===== config.mk =====
export PLATFORM = sky130hd
export DESIGN_NAME = slps_settings
export DESIGN_NICKNAME = d
export VERILOG_FILES = /design/src/slps_pkg.sv /design/src/slps_settings.sv /design/src/slps_tick_div.sv
export VERILOG_INCLUDE_DIRS = /design/src
export SDC_FILE = /design/constraint.sdc
export NUM_CORES = 1
export LEC_CHECK = 0
export BUFFER_PORTS_ARGS = -buffer_cell sky130_fd_sc_hd__buf_2
export CAP_MARGIN = 20
export CORE_ASPECT_RATIO = 0.8
export CORE_UTILIZATION = 45
export CTS_CLUSTER_DIAMETER = 50
export CTS_CLUSTER_SIZE = 10
export DETAILED_ROUTE_END_ITERATION = 8
export PLACE_DENSITY = 0.87
export SLEW_MARGIN = 10
export SYNTH_ARGS = -nofsm -noshare
export SYNTH_HDL_FRONTEND = slang
export SYNTH_HIERARCHICAL = 1
export SYNTH_SLANG_ARGS = --single-unit

===== constraint.sdc =====
create_clock -name hclk -period 2.21 [get_ports hclk]
set_input_delay 0.1105 -clock hclk [delete_from_list [all_inputs] [get_ports hclk]]
set_output_delay 0.1105 -clock hclk [all_outputs]
set_load 0.05 [all_outputs]

===== src/slps_params.svh =====
// register map, field positions and reset values of the link settings bank
// assumes AHB-Lite word access, byte offsets in the low address byte
//
// Functional notes
// - Two-bit swap codes 0..3 pick 1, 2, 4 or 8 byte swapping per unit.
// - Filter on: accept base, device or multicast IDs only; off: all.
// - All registers but the state ones writable before boot-done; locked ones ignore writes after.
// - Software sets boot-done once; its rise starts physical layer bring-up.
// - Promotion off: response at request priority plus one; on: automatic.
// - Priority 2 sends only with code+1 or more free buffers, reset 1.
// - Priority 1 sends only with at least code+1 free buffers, reset 2.
// - Priority 0 sends only with at least code+1 free buffers, reset 3.
// - Three-bit bus priority, 0 highest, 7 lowest, reset 4.
// - Prescaler reload divides bus clock by 1 to 16 for response timers.
// - Per-lane override takes lane enables away from the physical layer.
// - Pending retry dropped after 1,2,4,8,16,32 timer expiries for codes 0..5.
// - Bus-clock bit set makes the bus clock the core clock source.
// - Lane select 0..3 picks the transmit lane clocking the core.
// - Class-of-service enable adds the value to the receive context key.
// - Each loopback bit turns that lane's transmit data back digitally.
// - Watermark on: allocate if >2 free, 2 free prio 1-2, 1 free prio 2.
// - Response critical flag copies request, or is forced to one.
// - Global enable combines with module reset and feeds every block.
// - Cleared enables hold a block in reset; status shows it.
// - Block state readable in its own register and in the global one.
`ifndef SLPS_PARAMS_SVH
`define SLPS_PARAMS_SVH

// register offsets
`define SLPS_OFF_SETTINGS     8'h14
`define SLPS_OFF_SETTINGS_ONE 8'h18
`define SLPS_OFF_DEVICE_ID    8'h1C
`define SLPS_OFF_GLOBAL_EN    8'h20
`define SLPS_OFF_GLOBAL_STATE 8'h24
`define SLPS_OFF_BLOCK_EN     8'h40
`define SLPS_OFF_BLOCK_STATE  8'h80

// writable masks and reset values
`define SLPS_SET_MASK         32'hF9FFFEFF
`define SLPS_SET_RESET        32'h00053800
`define SLPS_SET1_MASK        32'h0000F3FF
`define SLPS_SET1_RESET       32'h00000000
`define SLPS_EN_RESET         1'b1

// settings field positions (low bit)
`define SLPS_F_MAU_SWAP       30
`define SLPS_F_LSU_SWAP       28
`define SLPS_F_ID_FILTER_DIS  27
`define SLPS_F_BOOT_DONE      24
`define SLPS_F_TXRX_SWAP      22
`define SLPS_F_PROMO_DIS      21
`define SLPS_F_PRIO2_THR      18
`define SLPS_F_PRIO1_THR      15
`define SLPS_F_PRIO0_THR      12
`define SLPS_F_BUS_PRIO       9
`define SLPS_F_PRESCALE       4
`define SLPS_F_PRBS_OVR       0

// settings one field positions (low bit)
`define SLPS_F_RETRY_DEPTH    12
`define SLPS_F_BUS_CLK        9
`define SLPS_F_CLASS_OF_SERVICE_CONTEXT_ENABLE         8
`define SLPS_F_LOOPBACK       4
`define SLPS_F_CLK_LANE       2
`define SLPS_F_WATERMARK      1
`define SLPS_F_CRF_FORCE      0

`endif


===== src/slps_pkg.sv =====
// shared types of the link settings bank
// assumes nothing beyond a SystemVerilog compiler
package slps_pkg;
	// bus slave states, gray along idle -> read wait
	typedef enum logic [0:0] {
		SLPS_BUS_IDLE   = 1'b0,
		SLPS_BUS_RDWAIT = 1'b1
	} slps_bus_state_type;
	typedef logic [1:0] slps_prio_type;
	typedef logic [3:0] slps_lane_type;
	typedef logic [15:0] slps_id_type;
endpackage


===== src/slps_settings.sv =====
// settings and enable register bank of the serial link peripheral
// assumes an AHB-Lite master on hclk and units that sample the outputs
//
// Local design decision: register access over AHB-Lite.
`timescale 1ns/1ps
`default_nettype none
`include "slps_params.svh"
module slps_settings #(
	parameter int                 NUM_BLOCKS      = 10,
	parameter int                 NUM_MCAST       = 8,
	parameter logic [15:0]        DEVICE_ID_RESET = 16'hFFFF
) (
	// clock and reset
	input  wire logic                     hclk,
	input  wire logic                     hresetn,
	// AHB-Lite slave
	input  wire logic                     hsel,
	input  wire logic [31:0]              haddr,
	input  wire logic [1:0]               htrans,
	input  wire logic                     hwrite,
	input  wire logic [2:0]               hsize,
	input  wire logic [31:0]              hwdata,
	input  wire logic                     hready,
	output logic                          hreadyout,
	output logic [31:0]                   hrdata,
	output logic                          hresp,
	// byte swapping
	output logic [3:0]                    memory_access_swap_bytes,
	output logic [3:0]                    load_store_swap_bytes,
	output logic [3:0]                    tx_rx_unit_swap_bytes,
	// destination filter
	input  wire logic                     rx_dest_valid,
	input  wire slps_pkg::slps_id_type    rx_dest_id,
	input  wire slps_pkg::slps_id_type    alt_device_id,
	input  wire logic [NUM_MCAST*16-1:0]  multicast_ids,
	output logic                          rx_dest_checked,
	output logic                          rx_dest_accept,
	// boot and physical layer start
	output logic                          phy_init_start,
	output logic                          phy_init_enable,
	// responses
	input  wire logic                     rsp_valid,
	input  wire slps_pkg::slps_prio_type  req_prio,
	input  wire slps_pkg::slps_prio_type  rsp_auto_prio,
	input  wire logic                     req_crf,
	output logic                          rsp_out_valid,
	output slps_pkg::slps_prio_type       rsp_prio,
	output logic                          rsp_crf,
	// transmit credit
	input  wire slps_pkg::slps_prio_type  tx_pkt_prio,
	input  wire logic [3:0]               tx_free_buffers,
	output logic                          tx_send_allowed,
	// bus priority and timer tick
	output logic [2:0]                    bus_priority,
	output logic                          timer_tick,
	// lanes
	input  wire slps_pkg::slps_lane_type  phy_lane_tx_enable,
	input  wire slps_pkg::slps_lane_type  phy_lane_rx_enable,
	output slps_pkg::slps_lane_type       lane_tx_enable,
	output slps_pkg::slps_lane_type       lane_rx_enable,
	output slps_pkg::slps_lane_type       lane_loopback,
	// retry
	input  wire logic                     retry_start,
	input  wire logic                     retry_timer_expired,
	output logic                          retry_discard,
	// core clock source
	output logic                          bus_clock_as_core_clock,
	output logic [1:0]                    core_clock_lane_select,
	// receive context
	input  wire logic [7:0]               rx_cos,
	output logic [7:0]                    rx_context_cos,
	input  wire logic [3:0]               ctx_free_count,
	input  wire slps_pkg::slps_prio_type  ctx_req_prio,
	output logic                          ctx_alloc_ok,
	// enables
	output logic                          peripheral_reset_n,
	output logic [NUM_BLOCKS-1:0]         block_reset_n
);
	import slps_pkg::*;

	// =====================================================
	// bus slave
	slps_bus_state_type state;
	logic [7:0]  addr_q;
	logic        wr_q;
	logic        sel;
	logic [31:0] rd_mux;

	// registers
	logic [31:0]           settings;
	logic [31:0]           settings_one;
	slps_id_type           primary_device_id;
	logic                  global_enable_bit;
	logic                  global_run;
	logic [NUM_BLOCKS-1:0] block_enable_bit;
	logic [NUM_BLOCKS-1:0] block_run;
	logic                  boot_q;
	logic [5:0]            retry_count;
	logic [5:0]            retry_target;
	logic [NUM_MCAST-1:0]  mcast_hit;

	wire boot_done = settings[`SLPS_F_BOOT_DONE];

	assign sel       = hsel & htrans[1] & hready;
	assign hreadyout = (state != SLPS_BUS_RDWAIT);
	assign hresp     = 1'b0;  // every access answers OKAY

	// address phase capture; reads take one wait state so hrdata is a flop
	always_ff @(posedge hclk or negedge hresetn) begin
		if (!hresetn) begin
			state  <= SLPS_BUS_IDLE;
			addr_q <= 8'h00;
			wr_q   <= 1'b0;
		end else begin
			wr_q <= sel & hwrite;
			if (sel) begin
				addr_q <= haddr[7:0];
			end
			unique case (state)
				SLPS_BUS_IDLE: begin
					if (sel && !hwrite) begin
						state <= SLPS_BUS_RDWAIT;
					end
				end
				SLPS_BUS_RDWAIT: begin
					state <= SLPS_BUS_IDLE;
				end
			endcase
		end
	end

	// read data loaded in the wait cycle, after any write just ahead of it
	always_ff @(posedge hclk or negedge hresetn) begin
		if (!hresetn) begin
			hrdata <= 32'h0000_0000;
		end else if (state == SLPS_BUS_RDWAIT) begin
			hrdata <= rd_mux;
		end
	end

	// read mux; unmapped offsets read zero
	// reserved bits zero
	always_comb begin
		rd_mux = 32'h0000_0000;
		unique case (addr_q)
			`SLPS_OFF_SETTINGS:     rd_mux = settings;
			`SLPS_OFF_SETTINGS_ONE: rd_mux = settings_one;
			`SLPS_OFF_DEVICE_ID:    rd_mux = {16'h0000, primary_device_id};
			`SLPS_OFF_GLOBAL_EN:    rd_mux = {31'h0, global_enable_bit};
			// block state also in global view
			`SLPS_OFF_GLOBAL_STATE: rd_mux = 32'({block_run, global_run});
			default:                rd_mux = 32'h0000_0000;
		endcase
		for (int i = 0; i < NUM_BLOCKS; i++) begin
			if (addr_q == 8'(`SLPS_OFF_BLOCK_EN + 4 * i)) begin
				rd_mux = {31'h0, block_enable_bit[i]};
			end
			if (addr_q == 8'(`SLPS_OFF_BLOCK_STATE + 4 * i)) begin
				rd_mux = {31'h0, block_run[i]};
			end
		end
	end

	// =====================================================
	// settings registers
	// writes masked, boot-done sticky until reset
	// boot-done set once, never cleared by software
	always_ff @(posedge hclk or negedge hresetn) begin
		if (!hresetn) begin
			settings <= `SLPS_SET_RESET;
		end else if (wr_q && addr_q == `SLPS_OFF_SETTINGS) begin
			settings <= (hwdata & `SLPS_SET_MASK) | (settings & (32'h1 << `SLPS_F_BOOT_DONE));
		end
	end

	always_ff @(posedge hclk or negedge hresetn) begin
		if (!hresetn) begin
			settings_one <= `SLPS_SET1_RESET;
		end else if (wr_q && addr_q == `SLPS_OFF_SETTINGS_ONE) begin
			settings_one <= hwdata & `SLPS_SET1_MASK;
		end
	end

	// application-defined primary_device_id, read-only once boot is done
	// write lock after boot-done
	always_ff @(posedge hclk or negedge hresetn) begin
		if (!hresetn) begin
			primary_device_id <= DEVICE_ID_RESET;
		end else if (wr_q && addr_q == `SLPS_OFF_DEVICE_ID && !boot_done) begin
			primary_device_id <= hwdata[15:0];
		end
	end

	// =====================================================
	// global and block enables
	always_ff @(posedge hclk or negedge hresetn) begin
		if (!hresetn) begin
			global_enable_bit <= `SLPS_EN_RESET;
		end else if (wr_q && addr_q == `SLPS_OFF_GLOBAL_EN) begin
			global_enable_bit <= hwdata[0];
		end
	end

	// global enable joined with module reset
	always_ff @(posedge hclk or negedge hresetn) begin
		if (!hresetn) begin
			global_run <= 1'b0;
		end else begin
			global_run <= global_enable_bit;
		end
	end
	assign peripheral_reset_n = global_run;

	genvar b;
	generate
		for (b = 0; b < NUM_BLOCKS; b++) begin : g_block
			// per-block enable bit
			always_ff @(posedge hclk or negedge hresetn) begin
				if (!hresetn) begin
					block_enable_bit[b] <= `SLPS_EN_RESET;
				end else if (wr_q && addr_q == 8'(`SLPS_OFF_BLOCK_EN + 4 * b)) begin
					block_enable_bit[b] <= hwdata[0];
				end
			end
			// held in reset while either enable is clear
			always_ff @(posedge hclk or negedge hresetn) begin
				if (!hresetn) begin
					block_run[b] <= 1'b0;
				end else begin
					block_run[b] <= global_enable_bit & block_enable_bit[b];
				end
			end
		end
	endgenerate
	// state bits read the very flops that drive the block resets
	assign block_reset_n = block_run;

	// =====================================================
	// static configuration outputs
	// swap size 1 shifted by code
	always_ff @(posedge hclk or negedge hresetn) begin
		if (!hresetn) begin
			memory_access_swap_bytes <= 4'h1;
			load_store_swap_bytes    <= 4'h1;
			tx_rx_unit_swap_bytes    <= 4'h1;
		end else begin
			memory_access_swap_bytes <= 4'h1 << settings[`SLPS_F_MAU_SWAP +: 2];
			load_store_swap_bytes    <= 4'h1 << settings[`SLPS_F_LSU_SWAP +: 2];
			tx_rx_unit_swap_bytes    <= 4'h1 << settings[`SLPS_F_TXRX_SWAP +: 2];
		end
	end

	always_ff @(posedge hclk or negedge hresetn) begin
		if (!hresetn) begin
			bus_priority            <= 3'h4;
			bus_clock_as_core_clock <= 1'b0;
			core_clock_lane_select  <= 2'h0;
			lane_loopback           <= 4'h0;
		end else begin
			bus_priority            <= settings[`SLPS_F_BUS_PRIO +: 3];
			bus_clock_as_core_clock <= settings_one[`SLPS_F_BUS_CLK];
			core_clock_lane_select  <= settings_one[`SLPS_F_CLK_LANE +: 2];
			lane_loopback           <= settings_one[`SLPS_F_LOOPBACK +: 4];
		end
	end

	// overridden lanes are held enabled for the pattern generator
	// lane enables taken from the physical layer
	always_ff @(posedge hclk or negedge hresetn) begin
		if (!hresetn) begin
			lane_tx_enable <= 4'h0;
			lane_rx_enable <= 4'h0;
		end else begin
			lane_tx_enable <= phy_lane_tx_enable | settings[`SLPS_F_PRBS_OVR +: 4];
			lane_rx_enable <= phy_lane_rx_enable | settings[`SLPS_F_PRBS_OVR +: 4];
		end
	end

	// =====================================================
	// boot-done edge starts physical layer bring-up
	// start on rising boot-done
	always_ff @(posedge hclk or negedge hresetn) begin
		if (!hresetn) begin
			boot_q         <= 1'b0;
			phy_init_start <= 1'b0;
		end else begin
			boot_q         <= boot_done;
			phy_init_start <= boot_done & ~boot_q;
		end
	end
	assign phy_init_enable = boot_q;

	// =====================================================
	// destination ID filter, answer one cycle after rx_dest_valid
	generate
		for (b = 0; b < NUM_MCAST; b++) begin : g_mcast
			assign mcast_hit[b] = (rx_dest_id == multicast_ids[b*16 +: 16]);
		end
	endgenerate

	// accept on match or when filter disabled
	always_ff @(posedge hclk or negedge hresetn) begin
		if (!hresetn) begin
			rx_dest_checked <= 1'b0;
			rx_dest_accept  <= 1'b0;
		end else begin
			rx_dest_checked <= rx_dest_valid;
			rx_dest_accept  <= rx_dest_valid & (settings[`SLPS_F_ID_FILTER_DIS]
				| rx_dest_id == primary_device_id | rx_dest_id == alt_device_id
				| (|mcast_hit));
		end
	end

	// =====================================================
	// response priority and critical flag
	always_ff @(posedge hclk or negedge hresetn) begin
		if (!hresetn) begin
			rsp_out_valid <= 1'b0;
			rsp_prio      <= 2'h0;
			rsp_crf       <= 1'b0;
		end else begin
			rsp_out_valid <= rsp_valid;
			if (rsp_valid) begin
				// fixed plus one when promotion disabled, saturates at 3
				if (settings[`SLPS_F_PROMO_DIS]) begin
					rsp_prio <= (req_prio == 2'h3) ? 2'h3 : req_prio + 2'h1;
				end else begin
					rsp_prio <= rsp_auto_prio;
				end
				rsp_crf <= req_crf | settings_one[`SLPS_F_CRF_FORCE];
			end
		end
	end

	// =====================================================
	// transmit credit check; priority 3 needs one free buffer
	always_ff @(posedge hclk or negedge hresetn) begin
		if (!hresetn) begin
			tx_send_allowed <= 1'b0;
		end else begin
			unique case (tx_pkt_prio)
				2'h2: tx_send_allowed <= tx_free_buffers >= {1'b0, settings[`SLPS_F_PRIO2_THR +: 3]} + 4'h1;
				2'h1: tx_send_allowed <= tx_free_buffers >= {1'b0, settings[`SLPS_F_PRIO1_THR +: 3]} + 4'h1;
				2'h0: tx_send_allowed <= tx_free_buffers >= {1'b0, settings[`SLPS_F_PRIO0_THR +: 3]} + 4'h1;
				2'h3: tx_send_allowed <= tx_free_buffers != 4'h0;
			endcase
		end
	end

	// =====================================================
	// prescaled tick, stopped while the peripheral is disabled
	slps_tick_div u_tick (
		.hclk    (hclk),
		.hresetn (hresetn),
		.enable  (global_run),
		.reload  (settings[`SLPS_F_PRESCALE +: 4]),
		.tick    (timer_tick)
	);

	// =====================================================
	// retry expiry counter; reserved codes behave as 32
	always_comb begin
		retry_target = 6'h20;
		if (settings_one[`SLPS_F_RETRY_DEPTH +: 4] < 4'h6) begin
			retry_target = 6'h01 << settings_one[`SLPS_F_RETRY_DEPTH +: 3];
		end
	end

	// discard after the chosen number of expiries
	always_ff @(posedge hclk or negedge hresetn) begin
		if (!hresetn) begin
			retry_count   <= 6'h00;
			retry_discard <= 1'b0;
		end else begin
			retry_discard <= 1'b0;
			if (retry_start) begin
				retry_count <= 6'h00;
			end else if (retry_timer_expired) begin
				if (retry_count + 6'h01 >= retry_target) begin
					retry_count   <= 6'h00;
					retry_discard <= 1'b1;
				end else begin
					retry_count <= retry_count + 6'h01;
				end
			end
		end
	end

	// =====================================================
	// receive context key and watermark
	always_ff @(posedge hclk or negedge hresetn) begin
		if (!hresetn) begin
			rx_context_cos <= 8'h00;
			ctx_alloc_ok   <= 1'b0;
		end else begin
			// class of service in context key
			rx_context_cos <= settings_one[`SLPS_F_CLASS_OF_SERVICE_CONTEXT_ENABLE] ? rx_cos : 8'h00;
			if (settings_one[`SLPS_F_WATERMARK]) begin
				ctx_alloc_ok <= (ctx_free_count > 4'h2)
					| (ctx_free_count == 4'h2 && (ctx_req_prio == 2'h1 || ctx_req_prio == 2'h2))
					| (ctx_free_count == 4'h1 && ctx_req_prio == 2'h2);
			end else begin
				ctx_alloc_ok <= ctx_free_count != 4'h0;
			end
		end
	end

	logic unused_ok;
	assign unused_ok = &{1'b0, hsize, haddr[31:8]};
endmodule // slps_settings
`default_nettype wire


===== src/slps_tick_div.sv =====
// timer tick divider for the request-to-response timers
// assumes one clock; tick is a one-cycle enable pulse
`timescale 1ns/1ps
`default_nettype none
module slps_tick_div (
	// clock and reset
	input  wire logic       hclk,
	input  wire logic       hresetn,
	// control
	input  wire logic       enable,
	input  wire logic [3:0] reload,
	// tick out
	output logic            tick
);
	logic [3:0] count;

	// =====================================================
	// down counter, reloads so the period is reload+1 cycles
	// divide by one to sixteen
	always_ff @(posedge hclk or negedge hresetn) begin
		if (!hresetn) begin
			count <= 4'h0;
			tick  <= 1'b0;
		end else if (!enable) begin
			count <= reload;  // held while the block is disabled
			tick  <= 1'b0;
		end else if (count == 4'h0) begin
			count <= reload;
			tick  <= 1'b1;
		end else begin
			count <= count - 4'h1;
			tick  <= 1'b0;
		end
	end
endmodule // slps_tick_div
`default_nettype wire


==> summary.md <==
| Metric | Value |
|---|---|
| Clk pwr share | `between 30% and 40%` |
| Routed len/inst | `21.1 um` |
| Reg2reg end | `retry_count[1]` |
| Worst-margin pin slew | `0.755 ns` |
| R2R cell count | `7` |
| Vias in the first global route | `8469` |
| Max layer used | `met5` |
| DR vias | `around 9k` |
| Most frequent cells in the layout | `buf_2 (331), xor2_1 (161), dfrtp_1 (144)` |
| Post-synth EDFFs | `0` |
| Met2 routed WL | `about 15000 um` |
| Chip height | `approximately 130 um` |
| Top Ports | `366` |
| CP Launch Type | `flip-flop` |
| Port bufs | `332` |
| RR Startpoint | `settings_one[13]` |
| Crit path capture type | `flip-flop` |
| Initial Util | `between 40% and 50%` |
| Syn avg cell area | `around 11 sq um` |
| CTS H-tree lvls | `4` |
| Post-DP HPWL | `about 24000 um` |
| MaxCap Viol Count | `0` |
| Area contributors post-synth | `dfrtp_1 (37%), xor2_1 (14%), dfstp_2 (9.6%)` |
| M1 wire length | `around 14000 um` |
| Internal power | `5.85 mW` |
| Gr ovfl total | `0` |
| Violated checks | `negative setup slack` |
| Power Density | `645 nW/um^2` |
| CP startpoint | `settings_one[13]` |
| Finished Layout Cells | `around 1.6k` |
| CP required | `around 2.6 ns` |
| Post-Route Skew | `0.0151 ns` |
| GRT Util Overall | `approximately 28%` |
| Worst EP arrival | `2.55 ns` |
| Worst Path Class, Setup | `flip-flop to flip-flop` |
| Area grow syn2layout | `35.4%` |
| Final hold vios | `0` |
| Tightest Hold Check Type | `input port to flip-flop` |
| Vias per std cell | `approximately 5.6` |
| Total length of routed wires | `between 30000 and 40000 um` |
| Fmax | `0.452 GHz` |
| Clk buf depth | `2` |
| Switching part of the total | `32.1%` |
| Main combinational cell family by area after synthesis | `XOR/XNOR gates` |
| DRC | `0` |
| Root Buffer | `clkbuf_16` |
| Seq pwr share | `42.9%` |
| Mapped Cells | `865` |
| Slack of the worst reg-to-reg path | `-0.003 ns` |
| Die Area | `22500 sq um` |
| Clk slew on worst S/H paths | `0.08 ns` |
| Place WS | `-0.144 ns` |
| Complex-gate fraction of the synthesized area | `approximately 9%` |
| Placed inst area | `~12000 sq um` |
| Top cell type's share of synthesized area | `between 30 and 40%` |
| Synth Area in Simple Gates | `between 10% and 20%` |
| CTS Buf Count | `17` |
| Logic pwr share | `between 20% and 30%` |
| Fin. max-slew vios | `0` |
| Status | `finished with violations` |
| Nets@finish | `around 1.6k` |
| Fin area | `about 13000 sq um` |
| Sink Count | `~180` |
| Core ar. | `around 22000 sq um` |
| Post-route ant nets | `0` |
| Crit path to | `retry_count[1]` |
| Async SR Flop Fraction | `100%` |
| Row Count | `48` |
| Rel. slew slack | `between 40% and 50%` |
| 1st-iter DRT viols | `~950` |
| First-pass GRT wire length | `approximately 48000 um` |
| Routed wl met3 | `~3300 um` |
| Fillers | `around 1.6k` |
| Seq cells post-synth | `~180` |
| Synth cell types | `64` |
| Minimum clock period | `approximately 2.2 ns` |
| Commonest non-fill, non-tap cell in the layout | `buf_2` |
| Lkg Pwr | `between 6 and 7 nW` |
| Layout cell share with drive strength beyond 1 | `between 40% and 50%` |
| Dpl cells | `between 1k and 1.5k` |
| PnR worst setup slack | `-0.00280 ns` |
| Antenna violations before repair | `2` |
| Worst-Skew Late Latency | `0.44 ns` |
| Synth Warn # | `6` |
| Crit Path Max Fanout | `6` |
| Worst ir drop on vdd | `~600 uV` |
| Unrepaired setup endpoints after global routing | `yes` |
| Final Setup Violations | `1` |
| Mux share of post-synthesis cell area | `between 10% and 20%` |
| Dominant synthesized flop cell | `dfrtp_1` |
| Largest net degree at the start of global routing | `between 50 and 60` |
| Placer Congestion | `around 0.96` |
| Cell taking the most area after synthesis | `dfrtp_1` |
| Post-Synth XOR/XNOR Area | `14.8%` |
| Switching pwr | `2.77 mW` |
| Post-Synth Adder-Cell Area | `under 10%` |
| Pre-antenna DRT Iters | `6` |
| Seq/Total Area, Yosys | `between 40% and 50%` |
| Syn Std Cell Area | `9860 sq um` |
| CTS tree | `done` |
| Die width | `between 150 and 200 um` |
| Post-route clock period utilization | `100%` |
[cells by family after synthesis]
group	after synthesis
AO/OA/AOI/OAI	120
XOR/XNOR	167
adder cells (fa/ha/maj)	24
buffers and inverters	63
flip-flops	181
multiplexers	83
other	1
AND/OR/NAND/NOR	226
[cell usage after synthesis (all sizes together), types with 18 or more instances]
| library cell | count |
|---|---|
| and2 | 21 |
| nand2b | 18 |
| buf | 36 |
| a22o | 18 |
| ha | 24 |
| dfrtp | 145 |
| mux2 | 79 |
| dfstp | 36 |
| nand3 | 18 |
| inv | 20 |
| nor2 | 30 |
| xor2 | 161 |
| nand2 | 30 |
| nor4 | 48 |
| a21oi | 26 |
[how the worst min path moves through the flow]
stage | start | to | slack (ns) | depth (start not counted)
global placement | hresetn | rx_context_cos[3] | 0.01 | 1
finish | retry_start | retry_discard | 0.01 | 3
floorplan | hresetn | addr_q[0] | -0.19 | 0
global route | retry_start | retry_discard | 0.02 | 3
CTS | retry_start | retry_discard | 0.003 | 3
detailed placement | hresetn | rx_context_cos[1] | 0.01 | 1
[flip-flops by register name (all words and copies together), names as in the netlist, 3 cells and up]
register                  flops
addr_q                        8
lane_tx_enable                4
tx_rx_unit_swap_bytes         4
lane_loopback                 4
lane_rx_enable                4
block_reset_n                10
settings_one                 14
memory_access_swap_bytes      4
settings                     29
rx_context_cos                8
bus_priority                  3
retry_count                   6
primary_device_id            16
hrdata                       30
load_store_swap_bytes         4
block_enable_bit             10
u_tick/count                  4
[layout make-up]
class                   instances  area [sq um]  share of cell area, %
clock inverters                13           130                  0.974
flip-flops and latches        181          4580                   34.3
multi-input cells             623          5120                   38.3
clock buffers                  19           443                   3.32
inverters                      20          75.1                  0.562
repair buffers                436          2670                   20.0
diodes                          1          2.50                 0.0187
well taps                     275           344                   2.58
[layer usage]
| layer | global-route usage (%) | up-vias |
|---|---|---|
| met4 | 8.82 | 2 |
| met3 | 8.00 | 63 |
| met5 | 0 | - |
| met2 | 42.0 | 486 |
| met1 | 40.0 | 4318 |
| li1 | - | 3893 |
[repair_timing]
| item | CTS | global route |
|---|---|---|
| endpoints found under the hold margin | 238 | 0 |
| hold buffers | 65 | 0 |
| pin swaps | 3 | 13 |
| endpoints found under the setup margin | 10 | 7 |
| setup buffers | 0 | 6 |
| resized for setup | 12 | 10 |
| gates cloned | 0 | 0 |
[metrics by stage]
stage | hold WS (ns) | TNS (ns) | total power, mW | util (%)
3_3_place_gp | 0.0109 | -0.212 | 5.46 | 55.5
5_1_grt | 0.0206 | -0.305 | 8.93 | 61.9
6_report | 0.0120 | -0.00280 | 8.62 | 61.9
4_1_cts | 0.00254 | 0 | 8.57 | 61.5
2_1_floorplan | -0.185 | 0 | 4.77 | -
3_5_place_dp | 0.0123 | -0.731 | 5.51 | 55.5
[worst max-delay path: stages (launching register included)]
cell and delay (ns):
dfrtp_1 0.42, or2_4 0.26, or3b_4 0.38, ha_4 0.22, a21o_1 0.19, a21oi_2 0.19, o2111ai_4 0.21, o21ai_0 0.24
[power groups by stage]
stage	logic (mW)	registers, mW	clock network [mW]
after floorplan	0.836	3.93	0
after global placement	1.72	3.74	0
after detailed placement	1.76	3.74	0
after CTS	1.88	3.69	3.00
after global routing	2.06	3.71	3.15
final	1.94	3.69	2.98
Power figures use the tool's default switching activity.
